`config.mk`:
```
export PLATFORM = sky130hd
export DESIGN_NAME = hvii_top
export DESIGN_NICKNAME = d
export VERILOG_FILES = /design/src/logic/hvii_pkg.sv /design/src/logic/hvii_sync.sv /design/src/logic/hvii_top.sv
export SDC_FILE = /design/constraint.sdc
export NUM_CORES = 1
export LEC_CHECK = 0
export BUFFER_PORTS_ARGS = -buffer_cell sky130_fd_sc_hd__buf_4
export CELL_PAD_IN_SITES_DETAIL_PLACEMENT = 1
export CELL_PAD_IN_SITES_GLOBAL_PLACEMENT = 2
export CORE_MARGIN = 1.5
export CORE_UTILIZATION = 30
export DETAILED_ROUTE_END_ITERATION = 12
export MAX_ROUTING_LAYER = met4
export PLACE_DENSITY = 0.75
export RECOVER_POWER = 25
export SYNTH_ARGS = -nofsm -noshare
export SYNTH_HDL_FRONTEND = slang
export SYNTH_SLANG_ARGS = --single-unit
```
`constraint.sdc`:
```
create_clock -name mclk -period 2.6 [get_ports mclk]
set_input_delay 0 -clock mclk [delete_from_list [all_inputs] [get_ports mclk]]
set_output_delay 0 -clock mclk [all_outputs]
set_load 0.05 [all_outputs]
```
`src/logic/hvii_pkg.sv`:
```
/*
  Constants, register map and types for the high voltage indirect
  register interface. Assumes a 20 MHz system clock and an AHB-Lite bus.
*/
// What this block does
// - Command byte starts indirect read or write
// - Two-line serial link, clock near 2.56 MHz
// - Command reaches far die within 10 us
// - Read data lands in data register within 10 us
// - Codes 00-03 read the four indirect registers
// - Codes 08/09 write first/second configuration register
// - Busy bit 0 set while command runs
// - Busy clear means status bits valid
// - Bit 2 reports send success
// - Bit 1 reports read-back success; 7..3 reserved
// - Data bits 11..8 show associated command code
// - Data bits 7..0 hold byte sent or returned
// - Configuration registers eight bits, reset zero
`default_nettype none
package hvii_pkg;
  // Register byte addresses
  localparam logic [31:0] ADDR_CMD      = 32'hFFFF0804;
  localparam logic [31:0] ADDR_DATA     = 32'hFFFF080C;
  localparam logic [31:0] ADDR_IRQ_STAT = 32'hFFFF0810;
  localparam logic [31:0] ADDR_IRQ_MASK = 32'hFFFF0814;
  // Command codes
  localparam logic [7:0] CMD_RD_CFG1 = 8'h00;
  localparam logic [7:0] CMD_RD_CFG2 = 8'h01;
  localparam logic [7:0] CMD_RD_STA  = 8'h02;
  localparam logic [7:0] CMD_RD_MON  = 8'h03;
  localparam logic [7:0] CMD_WR_CFG1 = 8'h08;
  localparam logic [7:0] CMD_WR_CFG2 = 8'h09;
  // Field positions
  localparam int BUSY_BIT  = 0;
  localparam int RX_OK_BIT = 1;
  localparam int TX_OK_BIT = 2;
  localparam int IRQ_DONE  = 0;
  localparam int IRQ_FAIL  = 1;
  localparam logic [7:0]  CFG_RESET  = 8'h00;
  localparam logic [11:0] DATA_RESET = 12'h000;
  // Timing
  localparam int CLK_KHZ    = 20000;
  localparam int LINK_KHZ   = 2560;
  localparam int HALF_CYC   = (CLK_KHZ + 2 * LINK_KHZ - 1) / (2 * LINK_KHZ);
  localparam int LATENCY_US = 10;
  localparam int LATENCY_CYC = LATENCY_US * CLK_KHZ / 1000;
  // Frame: start, 4 code bits, 8 data bits, acknowledge
  localparam logic [3:0] FRAME_LAST = 4'd13;
  localparam logic [3:0] OUT_LAST_RD = 4'd4;
  localparam logic [3:0] OUT_LAST_WR = 4'd12;
  localparam logic [2:0] PHASE_LAST  = 3'(2 * HALF_CYC - 1);
  localparam logic [2:0] PHASE_HIGH  = 3'(HALF_CYC);

  typedef enum logic {ST_IDLE, ST_XFER} hvii_state_t;
endpackage
`default_nettype wire

```
`src/logic/hvii_sync.sv`:
```
/*
  Two flip-flop synchroniser for signals from outside the mclk domain.
  Assumes the input is a slow level; nothing reads the first stage.
*/
`timescale 1ns/100ps
`default_nettype none
module hvii_sync
#(
  parameter int WIDTH = 1
)
(
  input  wire logic             mclk,  // System clock
  input  wire logic             rst,   // Synchronous reset
  input  wire logic [WIDTH-1:0] async, // Level from outside
  output logic      [WIDTH-1:0] sync   // Level in mclk domain
);
  logic [WIDTH-1:0] meta_reg;
  logic [WIDTH-1:0] sync_reg;

  // First stage feeds only the second
  always_ff @(posedge mclk)
  begin
    if (rst)
    begin
      meta_reg <= '0;
      sync_reg <= '0;
    end
    else
    begin
      meta_reg <= async;
      sync_reg <= meta_reg;
    end
  end

  assign sync = sync_reg;
endmodule
`default_nettype wire

```
`src/logic/hvii_top.sv`:
```
/*
  Command interpreter reaching four indirect registers on a far die over
  a two-line serial link. Assumes an AHB-Lite master on mclk and a far
  end that follows the frame format used here.
*/
// The implementer's own choice: the AHB-Lite register port.
`timescale 1ns/100ps
`default_nettype none
module hvii_top
  import hvii_pkg::*;
(
  input  wire logic        mclk,      // 20 MHz system clock
  input  wire logic        rst,       // Synchronous reset, high
  input  wire logic        hsel,      // Slave select
  input  wire logic [31:0] haddr,     // Byte address
  input  wire logic [1:0]  htrans,    // Transfer type
  input  wire logic        hwrite,    // Write when high
  input  wire logic [2:0]  hsize,     // Word only
  input  wire logic [31:0] hwdata,    // Write data
  input  wire logic        hready,    // Bus ready
  output logic             hreadyout, // Slave ready
  output logic             hresp,     // Always OKAY
  output logic      [31:0] hrdata,    // Read data
  output logic             sclkOut,   // Serial clock to far die
  input  wire logic        sdaIn,     // Serial data line level
  output logic             sdaOut,    // Serial data driven value
  output logic             sdaOe,     // High while driving data
  output logic             irq,       // Level interrupt
  output logic      [7:0]  cfgFirst,  // Mirror of first config
  output logic      [7:0]  cfgSecond  // Mirror of second config
);
  hvii_state_t state_reg, state_next;
  logic        dpWrite_reg, rdWait_reg;
  logic [31:0] dpAddr_reg, hrdata_reg;
  logic [2:0]  phase_reg;
  logic [3:0]  bitIdx_reg;
  logic [12:0] txShift_reg;
  logic [7:0]  rxShift_reg, txByte_reg;
  logic [3:0]  code_reg;
  logic        isRead_reg, txOk_reg, rxOk_reg, sclk_reg;
  logic [11:0] data_reg;
  logic [1:0]  irqStat_reg, irqMask_reg;
  logic [7:0]  cfgFirst_reg, cfgSecond_reg;
  logic        sdaSync;

  // Line level comes from the far die, so synchronise first
  hvii_sync #(.WIDTH(1)) uSync
  (
    .mclk  (mclk),
    .rst   (rst),
    .async (sdaIn),
    .sync  (sdaSync)
  );

  // Bus decode
  wire        wordXfer  = (hsize == 3'h2); // Narrow transfers are ignored
  wire        addrPhase = hsel & htrans[1] & hready & wordXfer;
  wire        wrCmd     = dpWrite_reg & (dpAddr_reg == ADDR_CMD);
  wire        wrData    = dpWrite_reg & (dpAddr_reg == ADDR_DATA);
  wire        wrStat    = dpWrite_reg & (dpAddr_reg == ADDR_IRQ_STAT);
  wire        wrMask    = dpWrite_reg & (dpAddr_reg == ADDR_IRQ_MASK);
  wire [7:0]  cmdByte   = hwdata[7:0];
  wire        busy      = (state_reg == ST_XFER);

  // Command interpretation; busy writes are dropped, not queued
  wire codeIsRead  = (cmdByte == CMD_RD_CFG1) | (cmdByte == CMD_RD_CFG2)
                   | (cmdByte == CMD_RD_STA) | (cmdByte == CMD_RD_MON);
  wire codeIsWrite = (cmdByte == CMD_WR_CFG1) | (cmdByte == CMD_WR_CFG2);
  wire cmdAccept   = wrCmd & ~busy;
  wire start       = cmdAccept & (codeIsRead | codeIsWrite);
  wire badCode     = cmdAccept & ~(codeIsRead | codeIsWrite);

  // Serial timing
  wire bitEnd   = busy & (phase_reg == PHASE_LAST);
  wire frameEnd = bitEnd & (bitIdx_reg == FRAME_LAST);
  wire inByte   = (bitIdx_reg > OUT_LAST_RD) & (bitIdx_reg <= OUT_LAST_WR);
  wire ackOk    = sdaSync;
  wire sclkNext = busy & ~frameEnd & (bitEnd ? 1'b0 : (phase_reg + 3'd1 >= PHASE_HIGH));

  // Register read mux
  wire [31:0] cmdView  = {29'h0, txOk_reg, rxOk_reg, busy};
  wire [31:0] readMux  =
    (dpAddr_reg == ADDR_CMD)      ? cmdView :
    (dpAddr_reg == ADDR_DATA)     ? {20'h0, data_reg} :
    (dpAddr_reg == ADDR_IRQ_STAT) ? {30'h0, irqStat_reg} :
    (dpAddr_reg == ADDR_IRQ_MASK) ? {30'h0, irqMask_reg} : 32'h00000000;

  // Interrupt events
  wire [1:0] irqEvent = {badCode | (frameEnd & ~ackOk), frameEnd};

  always_comb
  begin
    state_next = state_reg;
    case (state_reg)
      ST_IDLE: if (start) state_next = ST_XFER;
      ST_XFER: if (frameEnd) state_next = ST_IDLE;
      default: state_next = ST_IDLE;
    endcase
  end

  // Bus phase tracking; reads take one wait state so hrdata is a flop
  always_ff @(posedge mclk)
  begin
    if (rst)
    begin
      dpWrite_reg <= 1'b0;
      dpAddr_reg  <= 32'h00000000;
      rdWait_reg  <= 1'b0;
      hrdata_reg  <= 32'h00000000;
    end
    else
    begin
      dpWrite_reg <= addrPhase & hwrite;
      if (addrPhase)
        dpAddr_reg <= haddr;
      rdWait_reg  <= addrPhase & ~hwrite;
      if (rdWait_reg)
        hrdata_reg <= readMux;
    end
  end

  assign hreadyout = ~rdWait_reg;
  assign hresp     = 1'b0;
  assign hrdata    = hrdata_reg;

  // Sequencer and shifters; frame is start, code, byte, acknowledge
  always_ff @(posedge mclk)
  begin
    if (rst)
    begin
      state_reg   <= ST_IDLE;
      phase_reg   <= 3'd0;
      bitIdx_reg  <= 4'd0;
      txShift_reg <= 13'h0000;
      rxShift_reg <= 8'h00;
      sclk_reg    <= 1'b0;
    end
    else
    begin
      state_reg <= state_next;
      sclk_reg  <= sclkNext;
      if (start)
      begin
        phase_reg   <= 3'd0;
        bitIdx_reg  <= 4'd0;
        txShift_reg <= {1'b1, cmdByte[3:0], data_reg[7:0]};
      end
      else if (busy)
      begin
        phase_reg <= bitEnd ? 3'd0 : phase_reg + 3'd1;
        if (bitEnd)
        begin
          bitIdx_reg  <= bitIdx_reg + 4'd1;
          txShift_reg <= {txShift_reg[11:0], 1'b0};
          if (inByte)
            rxShift_reg <= {rxShift_reg[6:0], sdaSync};
        end
      end
    end
  end

  // Far die samples on the rising edge; we drive code, and byte on writes
  assign sclkOut = sclk_reg;
  assign sdaOut  = txShift_reg[12];
  assign sdaOe   = busy & (bitIdx_reg <= (isRead_reg ? OUT_LAST_RD : OUT_LAST_WR));

  // Command latch, completion status and data register
  always_ff @(posedge mclk)
  begin
    if (rst)
    begin
      code_reg   <= 4'h0;
      isRead_reg <= 1'b0;
      txByte_reg <= 8'h00;
      txOk_reg   <= 1'b0;
      rxOk_reg   <= 1'b0;
      data_reg   <= DATA_RESET;
    end
    else
    begin
      if (start)
      begin
        code_reg      <= cmdByte[3:0];
        isRead_reg    <= codeIsRead;
        txByte_reg    <= data_reg[7:0];
        data_reg[11:8] <= cmdByte[3:0];
      end
      else if (wrData)
        data_reg[7:0] <= hwdata[7:0];
      if (badCode)
      begin
        txOk_reg <= 1'b0;
        rxOk_reg <= 1'b0;
      end
      else if (frameEnd)
      begin
        txOk_reg <= ackOk;
        rxOk_reg <= ackOk & isRead_reg;
        if (ackOk & isRead_reg)
          data_reg[7:0] <= rxShift_reg;
      end
    end
  end

  // Config mirrors follow acknowledged writes only
  always_ff @(posedge mclk)
  begin
    if (rst)
    begin
      cfgFirst_reg  <= CFG_RESET;
      cfgSecond_reg <= CFG_RESET;
    end
    else if (frameEnd & ackOk & ~isRead_reg)
    begin
      if (code_reg == CMD_WR_CFG1[3:0])
        cfgFirst_reg <= txByte_reg;
      else
        cfgSecond_reg <= txByte_reg;
    end
  end

  assign cfgFirst  = cfgFirst_reg;
  assign cfgSecond = cfgSecond_reg;

  // Sticky events; a set in the clearing cycle survives
  always_ff @(posedge mclk)
  begin
    if (rst)
    begin
      irqStat_reg <= 2'b00;
      irqMask_reg <= 2'b00;
    end
    else
    begin
      irqStat_reg <= (irqStat_reg & ~(wrStat ? hwdata[1:0] : 2'b00)) | irqEvent;
      if (wrMask)
        irqMask_reg <= hwdata[1:0];
    end
  end

  assign irq = |(irqStat_reg & irqMask_reg);

  // Busy length counter for the latency check; saturates so it never wraps
  logic [7:0] busyCnt_reg;

  always_ff @(posedge mclk)
  begin
    if (rst | ~busy)
      busyCnt_reg <= 8'h00;
    else if (busyCnt_reg != 8'hFF)
      busyCnt_reg <= busyCnt_reg + 8'h01;
  end
endmodule
`default_nettype wire

```
# After elaboration in Yosys (flattened, before gate mapping)
# Index checks and enable logic that the tools add are counted.
[totals] wordCells=112 input_bits=75 ff_bits=141 output_inout_bits=54
[op_classes] order_cmp=4 add_sub_neg=2 n_bitwise=41 mux=19 eq_ne=13 n_reduce_logical=11
[ops] op="32-bit equality test (second input constant)" n=4
[ops] op="8-bit 2-to-1 mux" n=5
[ops] op="13-bit 2-to-1 mux" n=3
[ops] op="12-bit 2-to-1 mux" n=2
[ops] op="1-bit bitwise AND" n=22
[ops] op="8-bit by 2-bit equality test with 1-bit output (second input constant)" n=2
[ops] op="8-bit by 4-bit equality test with 1-bit output (second input constant)" n=2
[ops] op="1-bit inverter" n=9
[ops] op="4-bit equality test (second input constant)" n=2
[ops] op="8-bit by 1-bit equality test with 1-bit output (second input constant)" n=1
[ops] op="8-bit logical NOT" n=1
[ops] op="2-bit AND reduction" n=4
[ops] op="2-bit 2-to-1 mux" n=3
[ops] op="1-bit OR" n=6
[ops] op="2-bit OR reduction" n=3
[ops] op="4-bit by 1-bit adder with 4-bit output (second input constant)" n=1
[ops] op="2-bit bitwise AND" n=2
[ops] op="4-bit by 3-bit > comparator with 1-bit output (second input constant)" n=1
[ops] op="4-bit <= comparator" n=1
[ops] op="4-bit <= comparator (second input constant)" n=1
[ops] op="4-bit 2-to-1 mux" n=1
[ops] op="4-bit AND reduction" n=1
[ops] op="2-bit nonzero test" n=2
[ops] op="3-bit by 1-bit adder with 3-bit output (second input constant)" n=1
[ops] op="other kinds (8)" n=10

# Depth between registers and ports, before layout
# Gate-level depths: netlist of the first run.
[depth] word_depth=10 ltp_mapped=9 ltp_nobuf=7

# By module
# Synthesis of the first run repeated with hierarchy kept, for this count alone.
[hier_totals] hier_cells=570 area_unflattened_um2=5099.9
[by_module_without_submodules] module="hvii_top" cells_per_inst=566 seq_area_each_um2=2382.3 instances=1 area_each_um2=5047.3
[by_module_without_submodules] module="hvii_sync" cells_per_inst=4 seq_area_each_um2=40.0 instances=1 area_each_um2=52.6

# Worst setup path before layout of the first run
# No wires, ideal clock.
[synth_timing] kind="register to register" start="reg phase_reg[0]" end="reg cfgSecond_reg[0] (netlist: cfgSecond[0])" period_less_slack_ns=2.174 slack_ns=0.426 arrival_time_ns=2.046 path_stages_with_launch=10 setup_ns=0.128 n_path_buf=2 t_required_ns=2.472 cell_sequence="dfxtp_1 -> ha_1 -> ha_1 -> nand2_1 -> or2_2 -> clkbuf_1 -> nor4b_1 -> buf_2 -> mux2i_1 -> nor2_1"
[synth_between] elab_chain_len=6
[synth_rtl] element="start, declared" line="hvii_top.sv:35" text="logic [2:0] phase_reg;"
[synth_rtl] element="start signal, assigned" line="hvii_top.sv:150" text="phase_reg <= bitEnd ? 3'd0 : phase_reg + 3'd1;"
[synth_rtl] element="3-bit equality test" line="hvii_top.sv:74" text="wire bitEnd = busy & (phase_reg == PHASE_LAST);"
[synth_rtl] element="1-bit bitwise AND" line="hvii_top.sv:74"
[synth_rtl] element="1-bit bitwise AND" line="hvii_top.sv:75" text="wire frameEnd = bitEnd & (bitIdx_reg == FRAME_LAST);"
[synth_rtl] element="1-bit bitwise AND (2 in series)" line="hvii_top.sv:213" text="else if (frameEnd & ackOk & ~isRead_reg)"
[synth_rtl] element="2-bit AND reduction (no source line)"
[synth_rtl] element="end signal, assigned" line="hvii_top.sv:218" text="cfgSecond_reg <= txByte_reg;"
[synth_rtl] element="end, declared" line="hvii_top.sv:43" text="logic [7:0] cfgFirst_reg, cfgSecond_reg;"
# Every way passes these cells.
# A chain may end at the register's enable or synchronous reset.

# Final worst setup path of the first run
[layout_timing] start="in hwdata[5]" end="reg txShift_reg[4]"
[layout_between] elab_chain_len=8 word_cells_on_any_way=16 classes_between="5 x eq/ne; 1 x mux; 6 x bitwise; 4 x reduce/logical"
[layout_rtl] element="start, declared" line="hvii_top.sv:19" text="input wire logic [31:0] hwdata,"
[layout_rtl] element="8-bit by 1-bit equality test with 1-bit output / 8-bit logical NOT (equally long branches)" line="hvii_top.sv:66" text="wire codeIsRead = (cmdByte == CMD_RD_CFG1) | (cmdByte == CMD_RD_CFG2)"
[layout_rtl] element="1-bit OR" line="hvii_top.sv:66"
[layout_rtl] element="1-bit OR (2 in series)" line="hvii_top.sv:67" text="| (cmdByte == CMD_RD_STA) | (cmdByte == CMD_RD_MON);"
[layout_rtl] element="1-bit OR *" line="hvii_top.sv:70" text="wire start = cmdAccept & (codeIsRead | codeIsWrite);"
[layout_rtl] element="1-bit bitwise AND *" line="hvii_top.sv:70"
[layout_rtl] element="2-bit nonzero test (no source line)"
[layout_rtl] element="2-bit AND reduction (no source line)"
[layout_rtl] element="end signal, assigned" line="hvii_top.sv:146" text="txShift_reg <= {1'b1, cmdByte[3:0], data_reg[7:0]};"
[layout_rtl] element="end signal, assigned" line="hvii_top.sv:154" text="txShift_reg <= {txShift_reg[11:0], 1'b0};"
[layout_rtl] element="end, declared" line="hvii_top.sv:37" text="logic [12:0] txShift_reg;"
# Every way passes the cells marked *; elsewhere a longest branch is shown, timed or not.

==> summary.md, run 1 <==
| Metric | Value |
|---|---|
| Post-synth cell types | `50` |
| # Max-Cap Violations | `1` |
| Ant diodes | `0` |
| CP Data Required Time | `2810 ps` |
| Ys flop type | `dfxtp_1` |
| Share of layout cells above drive strength 1 | `about 15%` |
| Hold Path Cell Cnt | `4` |
| Layout area overhead | `32.13%` |
| H-tree depth | `4` |
| WL final | `~14 mm` |
| CTS Buf Count | `17` |
| Crit start category | `input port` |
| Flops & latches, synth | `between 100 and 150` |
| Max reg flops | `32` |
| Area leader, netlist | `dfxtp_1` |
| HP Class | `input port to flip-flop` |
| Pre-CTS WS | `236.0 ps` |
| GRT busiest layer | `met2` |
| Largest net degree at the start of global routing | `39` |
| CTS max path bufs | `2` |
| VDD IR max | `490.8 uV` |
| Residual DRC | `0` |
| Area of the multi-input gates | `about 2400 um2` |
| Setup crit end kind | `flip-flop` |
| Drt first pass iters | `4` |
| Fill cells | `1956` |
| Setup Buffers After CTS | `0` |
| Crit Path Class | `input port to flip-flop` |
| Count of buffers from port buffering | `82` |
| Clock Tree Root | `clkbuf_16` |
| Slew HR | `-11.64%` |
| Post-synth EDFFs | `0` |
| DP HPWL | `approximately 9.7 mm` |
| Post-DRT Antenna Nets | `0` |
| Congestion Overflow GR | `0` |
| Syn Std Cell Area | `between 5000 and 6000 um2` |
| DRT iter0 DRCs | `137` |
| Final worst path period share | `a little over nine tenths` |
| Setup slack after layout | `150.2 ps` |
| Vias per inst | `between 4 and 5` |
| # setup viols final | `0` |
| Failing checks | `max-capacitance violations, max-slew violations` |
| Rows | `47` |
| CP max FO | `25` |
| Clk sink count | `121` |
| Crit path DAT | `~2700 ps` |
| Worst-Skew Late Latency | `about 420 ps` |
| Starting density of the core | `between 30% and 40%` |
| Unrepaired setup endpoints after global routing | `false` |
| Avg Cell Area, Syn | `~9 um2` |
| Worst slew pin tran | `between 1500 and 2000 ps` |
| FF+latch area | `2422 um2` |
| Power Dens Cells | `635.9 nW/um2` |
| Slew Viols, Final | `39` |
| Met2 usage | `between 20% and 30%` |
| Initial antenna violation count | `0` |
| Hold Vio Cnt, Final | `0` |
| Final-stage net count | `about 770` |
| FMAX | `approximately 400 MHz` |
| Post-Synthesis Cells | `569` |
| Top cells by area, synth | `dfxtp_1 (48%), mux2i_1 (9.7%), nand2_1 (8.1%), a21oi_1 (5.0%), nor2_1 (4.5%)` |
| Die H | `132.6 um` |
| RD Place Congestion | `~0.75` |
| Routed vias | `between 4000 and 5000` |
| CTS tree | `done` |
| Setup_tns | `0 ps` |
| Grt met3 use | `4.330%` |
| Clk slew on worst S/H paths | `50 ps` |
| I/O pins | `between 100 and 150` |
| Asr flop ratio synth | `0%` |
| First-pass GRT wire length | `roughly 22 mm` |
| Sequential element share of the synthesized area | `48.11%` |
| Most frequent cells in the layout | `dfxtp_1 (121), nand2_1 (108), buf_4 (62)` |
| Crit path time final | `around 2400 ps` |
| Leakage Power | `around 2.5 nW` |
| Core footprint | `~16000 um2` |
| Worst Reg2Reg Path Length in Cells | `6` |
| Outcome | `finished with violations` |
| Yosys warns | `0` |
| Wirelength per Cell | `roughly 15 um` |
| Commonest non-fill, non-tap cell in the layout | `dfxtp_1` |
| Number of global-route vias before repair | `~4500` |
| Die W | `roughly 130 um` |
| Die ar. | `roughly 18000 um2` |
| Total track usage | `approximately 17%` |
| Post-synth top area share | `just under 50%` |
| GRT met1 Usage | `around a fifth` |
| Setup Skew | `about 14 ps` |
## critical path: stages
cell	delay, ps
dlygate4sd3_1	540
buf_4	140
or4_1	560
a211o_1	360
or4_4	660
buf_12	200
nor2_1	120
a211oi_1	60
## cell type report
| cell class | instances | area share [%] |
|---|---|---|
| clock buffer | 24 | 7.241 |
| sequential | 121 | 36.41 |
| clock inverter | 4 | 0.6771 |
| inverter | 7 | 0.3950 |
| multi-input combinational | 405 | 35.51 |
| tap | 220 | 4.138 |
| timing repair buffer | 138 | 15.63 |
## through the flow
stage          hold WS [ps]  util (%)  power (mW)  cell area [um2]  cells
2_1_floorplan         79.31         -       2.034             5110    589
3_3_place_gp          191.0     35.30       2.083             5812    848
3_5_place_dp          195.1     35.30       2.085             5812    848
4_1_cts               161.3     41.11       4.286             6769    919
5_1_grt               193.1     40.40       4.390             6653    919
6_report              166.2     40.40       4.230             6653    919
## final timing paths
check | from | endpoint | slack [ps]
hold / removal | htrans[1] | rdWait_reg | 170
hold reg to reg | uSync.meta_reg | uSync.sync | 450
setup / recovery | hwdata[5] | txShift_reg[4] | 150
setup reg to reg | dpAddr_reg[6] | txShift_reg[4] | 220
## Yosys cell counts (3+ instances only)
master / instances
nor4b_1: 3
nor4_1: 4
nand4_1: 7
nor2b_1: 4
dfxtp_1: 121
buf_4: 21
inv_1: 7
nand2b_1: 4
nand2_1: 108
mux2_2: 4
clkbuf_1: 27
mux2i_1: 49
nor4bb_1: 3
buf_2: 5
ha_1: 6
nor2_1: 60
nand3_1: 10
and4_1: 3
nor3_1: 5
nand4b_1: 3
a211oi_1: 10
and3_1: 3
a22oi_1: 10
a21oi_1: 50
o21ai_0: 8
## cells by family after synthesis
logic type,share of synthesized area (%)
adders and majority gates,1.491
other,0.07448
buffers and inverters,6.710
DFF,48.11
AOI/OAI and AO/OA,10.41
and+or+nand+nor,21.87
xor gates and xnor gates,0.6960
muxes,10.64
## repair_timing
item / 4_1_cts / 5_1_grt
hold endpoints to repair: 55 / 0
gates resized for setup: 0 / 0
hold buffers: 43 / 0
## report_power, final
part	internal, mW	total, mW	switching [mW]
Sequential	1.86	1.87	0.00466
Combinational	0.0985	0.231	0.132
Clock	1.36	2.13	0.772
Total	3.32	4.23	0.909
## routing by layer
layer / part of all wire, % / vias up / routed length (um)
met5: 0 / - / 0
li1: - / 2152 / -
met3: 3.5 / 18 / 482
met2: 51 / 80 / 6990
met4: 1.4 / 0 / 189
met1: 44 / 2042 / 6064
Note: power is estimated with default switching activity, not from simulation.
==> run 2, diff against run 1 <==
--- a/config.mk
+++ b/config.mk
@@ -14,6 +14,7 @@
 export MAX_ROUTING_LAYER = met4
 export PLACE_DENSITY = 0.75
 export RECOVER_POWER = 25
+export REMOVE_ABC_BUFFERS = 1
 export SYNTH_ARGS = -nofsm -noshare
 export SYNTH_HDL_FRONTEND = slang
 export SYNTH_SLANG_ARGS = --single-unit
==> summary.md, run 2 (synthesized netlist as in run 1, its figures left out) <==
| Metric | Value |
|---|---|
| Outcome | `finished with violations (unchanged)` |
| Failing checks | `max-capacitance violations, max-slew violations (unchanged)` |
| # setup viols final | `0 (unchanged)` |
| Initial antenna violation count | `0 (unchanged)` |
| Final worst path period share | `92.61% (was 94.22%)` |
| Worst reg2reg setup slack | `270 ps (was 220 ps)` |
| Hold Path End | `dpAddr_reg[12] (was rdWait_reg)` |
| Die ar. | `17570 um2 (unchanged)` |
| Worst slew pin tran | `1778 ps (was 1675 ps)` |
| CTS Buf Count | `17 (unchanged)` |
| Layout area overhead | `33.57% (was 32.13%)` |
| Final core utilization | `40.84% (was 40.40%)` |
| Die H | `132.6 um (unchanged)` |
| Clock Tree Root | `clkbuf_16 (unchanged)` |
| CTS tree | `done (unchanged)` |
| Slew Viols, Final | `33 (was 39)` |
| First-pass GRT wire length | `22.88 mm (was 22.43 mm)` |
| # Max-Cap Violations | `1 (unchanged)` |
| Crit path time final | `2408 ps (was 2450 ps)` |
| Number of global-route vias before repair | `4619 (was 4512)` |
| Crit path DAT | `2610 ps (was 2660 ps)` |
| Slowest stage delay, CP | `650 ps (was 660 ps)` |
| Setup Buffers After CTS | `0 (unchanged)` |
| Die W | `132.6 um (unchanged)` |
| Leakage Power | `2.520 nW (was 2.494 nW)` |
| CTS max path bufs | `2 (unchanged)` |
| Ant diodes | `0 (unchanged)` |
| Wirelength per Cell | `15.04 um (was 14.94 um)` |
| Slew HR | `-18.53% (was -11.64%)` |
| FF-to-FF End | `txShift_reg[7] (was txShift_reg[4])` |
| Starting density of the core | `30.58% (unchanged)` |
| Met1 WL | `6.135 mm (was 6.064 mm)` |
| Post-DRT Antenna Nets | `0 (unchanged)` |
| Crit Path Class | `input port to flip-flop (unchanged)` |
| Core footprint | `16470 um2 (unchanged)` |
| Largest net degree at the start of global routing | `76 (was 39)` |
| Crit start category | `input port (unchanged)` |
| HP Class | `input port to flip-flop (unchanged)` |
| Hold Vio Cnt, Final | `0 (unchanged)` |
| Congestion Overflow GR | `0 (unchanged)` |
| Share of layout cells above drive strength 1 | `15.14% (was 14.74%)` |
| Max reg flops | `32 (unchanged)` |
| Power Dens Cells | `666.6 nW/um2 (was 635.9 nW/um2)` |
| Reg2reg start | `dpAddr_reg[30] (was dpAddr_reg[6])` |
| WL final | `13.83 mm (was 13.73 mm)` |
| Hold slack | `177.9 ps (was 166.2 ps)` |
| Total track usage | `16.94% (was 16.71%)` |
| Residual DRC | `0 (unchanged)` |
| Routed wl met2 | `6.940 mm (was 6.990 mm)` |
| CP Data Required Time | `2800 ps (was 2810 ps)` |
| Top delay family on crit path | `simple AND/OR/NAND/NOR gates (unchanged)` |
| Hold Path Cell Cnt | `5 (was 4)` |
| H-tree depth | `4 (unchanged)` |
| Met3 wire len | `585 um (was 482 um)` |
| CP cell instances | `dlygate4sd3_1 > buf_4 > or4_1 > a211o_1 > or4_4 > buf_12 > nor2_1 > a211oi_1 (unchanged)` |
| Max Used Layer | `met4 (unchanged)` |
| FMAX | `415.3 MHz (was 408.2 MHz)` |
| Crit path max-delay cell type | `or4_4 (unchanged)` |
| CP max FO | `25 (unchanged)` |
| Buf/Inv on CP | `3 (unchanged)` |
| Worst Reg2Reg Path Length in Cells | `6 (unchanged)` |
| Clk sink count | `121 (unchanged)` |
| Worst Hold Launch | `htrans[1] (unchanged)` |
| Worst-Skew Late Latency | `420 ps (about the same)` |
| Cts repair resizes | `0 (unchanged)` |
| DP HPWL | `9.711 mm (was 9.744 mm)` |
| VDD IR max | `469.6 uV (was 490.8 uV)` |
| DRT iter0 DRCs | `157 (was 137)` |
| Rows | `47 (unchanged)` |
| I/O pins | `129 (unchanged)` |
| Routed vias | `4330 (was 4292)` |
| Unrepaired setup endpoints after global routing | `false (unchanged)` |
| Vias per inst | `4.707 (was 4.670)` |
| RD Place Congestion | `0.7360 (was 0.7500)` |
| Count of buffers from port buffering | `82 (unchanged)` |
| Most frequent cells in the layout | `dfxtp_1 (121), nand2_1 (108), buf_4 (61) (was dfxtp_1 (121), nand2_1 (108), buf_4 (62))` |
| Setup crit end kind | `flip-flop (unchanged)` |
| Final-stage net count | `770 (was 771)` |
| Setup Skew | `9.258 ps (was 13.89 ps)` |
| Clk slew on worst S/H paths | `50 ps (about the same)` |
| Drt first pass iters | `4 (unchanged)` |
| Commonest non-fill, non-tap cell in the layout | `dfxtp_1 (unchanged)` |
run 2: cell count changes in the layout (fill, tap and decap cells not counted):
cell	before	now
buf_12	1	2
buf_4	62	61
bufinv_16	1	3
clkbuf_1	35	33
clkbuf_4	1	0
clkinvlp_4	0	2
run 2: metrics by stage:
step	setup TNS [ps]	power, mW	area (um2)	worst slack (ps)	instances
2_1_floorplan	-5168	1.986	4798	-646.0	533
3_3_place_gp	0	2.085	5817	314.6	847
3_5_place_dp	0	2.088	5817	280.9	847
4_1_cts	0	4.548	6842	195.2	920
5_1_grt	0	4.633	6725	115.3	920
6_report	0	4.483	6725	192.0	920
run 2: worst reg2reg max path, cell delays in order, from the launching register on:
cell and delay (ps):
dfxtp_1 340, nand4_1 110, or4_1 670, or4_4 620, buf_12 200, nor2_1 110, a211oi_1 60
run 2: worst max path at each step:
| stage | depth (start not counted) | from | slack [ps] | end |
|---|---|---|---|---|
| after floorplan | 7 | phase_reg[0] | -650 | cfgSecond[0] |
| after global placement | 5 | dpAddr_reg[6] | 310 | bitIdx_reg[3] |
| after detailed placement | 5 | dpAddr_reg[30] | 280 | bitIdx_reg[2] |
| after CTS | 7 | hwdata[5] | 200 | txShift_reg[2] |
| after global routing | 8 | hwdata[4] | 120 | txShift_reg[7] |
| final | 8 | hwdata[4] | 190 | txShift_reg[7] |
run 2: power breakdown:
| group | total [mW] | internal, mW | switching (mW) |
|---|---|---|---|
| Sequential | 1.87 | 1.86 | 0.00443 |
| Combinational | 0.235 | 0.0998 | 0.135 |
| Clock | 2.38 | 1.57 | 0.817 |
| Total | 4.48 | 3.53 | 0.957 |
run 2: final cells by class:
type	count	area (um2)
clock inverters	8	120.1
fillers	1954	9741
clock buffers	22	474.2
flip-flops and latches	121	2422
inverters	7	26.28
multi-input cells	405	2362
well taps	220	275.3
repair buffers	137	1045
run 2: metal layers:
metal | up-vias | track usage (%)
li1 | 2149 | -
met1 | 2067 | 19.27
met4 | 0 | 4.884
met5 | - | -
met3 | 17 | 4.713
met2 | 97 | 29.12
run 2: repair_timing:
item / CTS / global route
setup endpoints to repair: 0 / 0
hold buffers: 43 / 0
hold endpoints to repair: 56 / 0
==> run 3, diff against run 2 <==
--- a/config.mk
+++ b/config.mk
@@ -8,6 +8,7 @@
 export BUFFER_PORTS_ARGS = -buffer_cell sky130_fd_sc_hd__buf_4
 export CELL_PAD_IN_SITES_DETAIL_PLACEMENT = 1
 export CELL_PAD_IN_SITES_GLOBAL_PLACEMENT = 2
+export CORE_ASPECT_RATIO = 0.5
 export CORE_MARGIN = 1.5
 export CORE_UTILIZATION = 30
 export DETAILED_ROUTE_END_ITERATION = 12
==> summary.md, run 3 (synthesized netlist as in run 1, its figures left out) <==
| Metric | Value |
|---|---|
| Share of power burned in registers | `41.6% (about the same)` |
| Wirelength per Cell | `14.24 um (was 15.04 um)` |
| VDD IR max | `434.0 uV (was 469.6 uV)` |
| Largest net degree at the start of global routing | `52 (was 76)` |
| DP HPWL | `8.983 mm (was 9.711 mm)` |
| Total track usage | `16.59% (was 16.94%)` |
| Met2 usage | `26.03% (was 29.12%)` |
| Hold Path Cell Cnt | `4 (was 5)` |
| Setup Skew | `8.705 ps (was 9.258 ps)` |
| Hold Vio Cnt, Final | `0 (unchanged)` |
| Die H | `94.61 um (was 132.6 um)` |
| WL final | `13.24 mm (was 13.83 mm)` |
| Cts repair resizes | `0 (unchanged)` |
| CP Data Required Time | `2840 ps (was 2800 ps)` |
| Rows | `33 (was 47)` |
| CTS Buf Count | `17 (unchanged)` |
| Die ar. | `17620 um2 (was 17570 um2)` |
| Slew HR | `-19.15% (was -18.53%)` |
| FMAX | `413.7 MHz (was 415.3 MHz)` |
| Setup crit end kind | `flip-flop (unchanged)` |
| Worst-Skew Late Latency | `410 ps (was 420 ps)` |
| Clk sink count | `121 (unchanged)` |
| Cell-internal power | `3.415 mW (was 3.526 mW)` |
| Initial antenna violation count | `0 (unchanged)` |
| Failing checks | `max-capacitance violations, max-slew violations (unchanged)` |
| I/O pins | `129 (unchanged)` |
| Outcome | `finished with violations (unchanged)` |
| Routed vias | `4333 (was 4330)` |
| Switching portion of total power | `23.82% (was 21.34%)` |
| Core footprint | `16390 um2 (was 16470 um2)` |
| Clk slew on worst S/H paths | `60 ps (was 50 ps)` |
| GRT met1 Usage | `21.56% (was 19.27%)` |
| # setup viols final | `0 (unchanged)` |
| Leakage Power | `2.615 nW (was 2.520 nW)` |
| Overall power | `4.482 mW (was 4.483 mW)` |
| Count of buffers from port buffering | `82 (unchanged)` |
| Slew Viols, Final | `41 (was 33)` |
| H-tree depth | `4 (unchanged)` |
| Crit path time final | `2417 ps (was 2408 ps)` |
| Residual DRC | `0 (unchanged)` |
| First-pass GRT wire length | `22.06 mm (was 22.88 mm)` |
| Combinational power share | `5.2% (about the same)` |
| Share of layout cells above drive strength 1 | `19.20% (was 15.14%)` |
| CTS max path bufs | `2 (unchanged)` |
| Crit path DAT | `2660 ps (was 2610 ps)` |
| GRT busiest layer | `met2 (unchanged)` |
| Final-stage net count | `771 (was 770)` |
| Layout area overhead | `35.39% (was 33.57%)` |
| # Max-Cap Violations | `1 (unchanged)` |
| Worst Reg2Reg Path Length in Cells | `6 (unchanged)` |
| Drt first pass iters | `4 (unchanged)` |
| Final worst path period share | `92.96% (was 92.61%)` |
| Final core utilization | `41.58% (was 40.84%)` |
| Clock Tree Root | `clkbuf_16 (unchanged)` |
| Starting density of the core | `30.72% (was 30.58%)` |
| Power Dens Cells | `657.5 nW/um2 (was 666.6 nW/um2)` |
| Post-DRT Antenna Nets | `0 (unchanged)` |
| Crit Path Class | `input port to flip-flop (unchanged)` |
| CTS tree | `done (unchanged)` |
| Congestion Overflow GR | `0 (unchanged)` |
| Vias per inst | `4.659 (was 4.707)` |
| Unrepaired setup endpoints after global routing | `false (unchanged)` |
| Commonest non-fill, non-tap cell in the layout | `dfxtp_1 (unchanged)` |
| Clock power frac | `53.3% (was 53.2%)` |
| HP Class | `input port to flip-flop (unchanged)` |
| Die W | `186.2 um (was 132.6 um)` |
| Setup Buffers After CTS | `0 (unchanged)` |
| Crit start category | `input port (unchanged)` |
| CP max FO | `23 (was 25)` |
| Switching pwr | `1.067 mW (was 0.9567 mW)` |
| RD Place Congestion | `0.7489 (was 0.7360)` |
| Grt met3 use | `3.355% (was 4.713%)` |
| Max reg flops | `32 (unchanged)` |
| Hold-fix buffers, CTS | `42 (was 43)` |
| Most frequent cells in the layout | `dfxtp_1 (121), nand2_1 (108), buf_4 (84) (was dfxtp_1 (121), nand2_1 (108), buf_4 (61))` |
| Number of global-route vias before repair | `4284 (was 4619)` |
| Ant diodes | `0 (unchanged)` |
| DRT iter0 DRCs | `151 (was 157)` |
| Worst slew pin tran | `1787 ps (was 1778 ps)` |
run 3: changes by cell type in the layout (fill, tap and decap cells not counted), moves of 2 or more:
cell      delta
inv_6        +6
clkbuf_4     +2
clkinv_4     +3
clkbuf_1    -25
clkinv_2     -3
clkbuf_8     -2
buf_4       +23
run 3: area by class of cell:
class / count / area (um2)
flip-flops and latches: 121 / 2422
inverters: 7 / 26.28
clock buffers: 18 / 439.2
multi-input cells: 405 / 2362
clock inverters: 14 / 161.4
well taps: 227 / 284.0
fillers: 1955 / 9575
repair buffers: 138 / 1121
run 3: path summary, 6_finish.rpt:
path	slack, ps	end	from
min reg2reg	440	uSync.sync	uSync.meta_reg
max	180	txShift_reg[7]	hwdata[5]
max reg2reg	320	txShift_reg[7]	dpAddr_reg[29]
min	170	rdWait_reg	htrans[1]
run 3: critical path: stages:
cell           delay [ps]
dlygate4sd3_1         540
buf_4                 140
or4_1                 560
a211o_1               330
or4_4                 680
buf_12                210
nor2_1                110
a211oi_1               70
run 3: per-stage QoR:
stage / worst slack, ps / hold WS, ps / TNS, ps / cells / area [um2]
CTS: 210.7 / 56.02 / 0 / 930 / 6849
detailed placement: 317.3 / 192.5 / 0 / 856 / 5828
global route: 94.41 / 226.6 / 0 / 930 / 6817
floorplan: -646.0 / 69.07 / -5168 / 533 / 4798
finish: 183.0 / 171.4 / 0 / 930 / 6817
global placement: 311.7 / 188.5 / 0 / 856 / 5828
run 3: power groups by stage:
| stage | Sequential (mW) | Clock (mW) | Combinational, mW |
|---|---|---|---|
| floorplan | 1.90 | 0 | 0.0823 |
| global placement | 1.90 | 0 | 0.182 |
| detailed placement | 1.90 | 0 | 0.182 |
| CTS | 1.86 | 2.44 | 0.233 |
| global route | 1.86 | 2.53 | 0.249 |
| finish | 1.86 | 2.39 | 0.231 |
run 3: layer usage:
layer	wire [um]	vias to the layer above
met1	6672	2078
met3	407	11
met5	0	-
met4	123	0
li1	-	2162
met2	6040	82
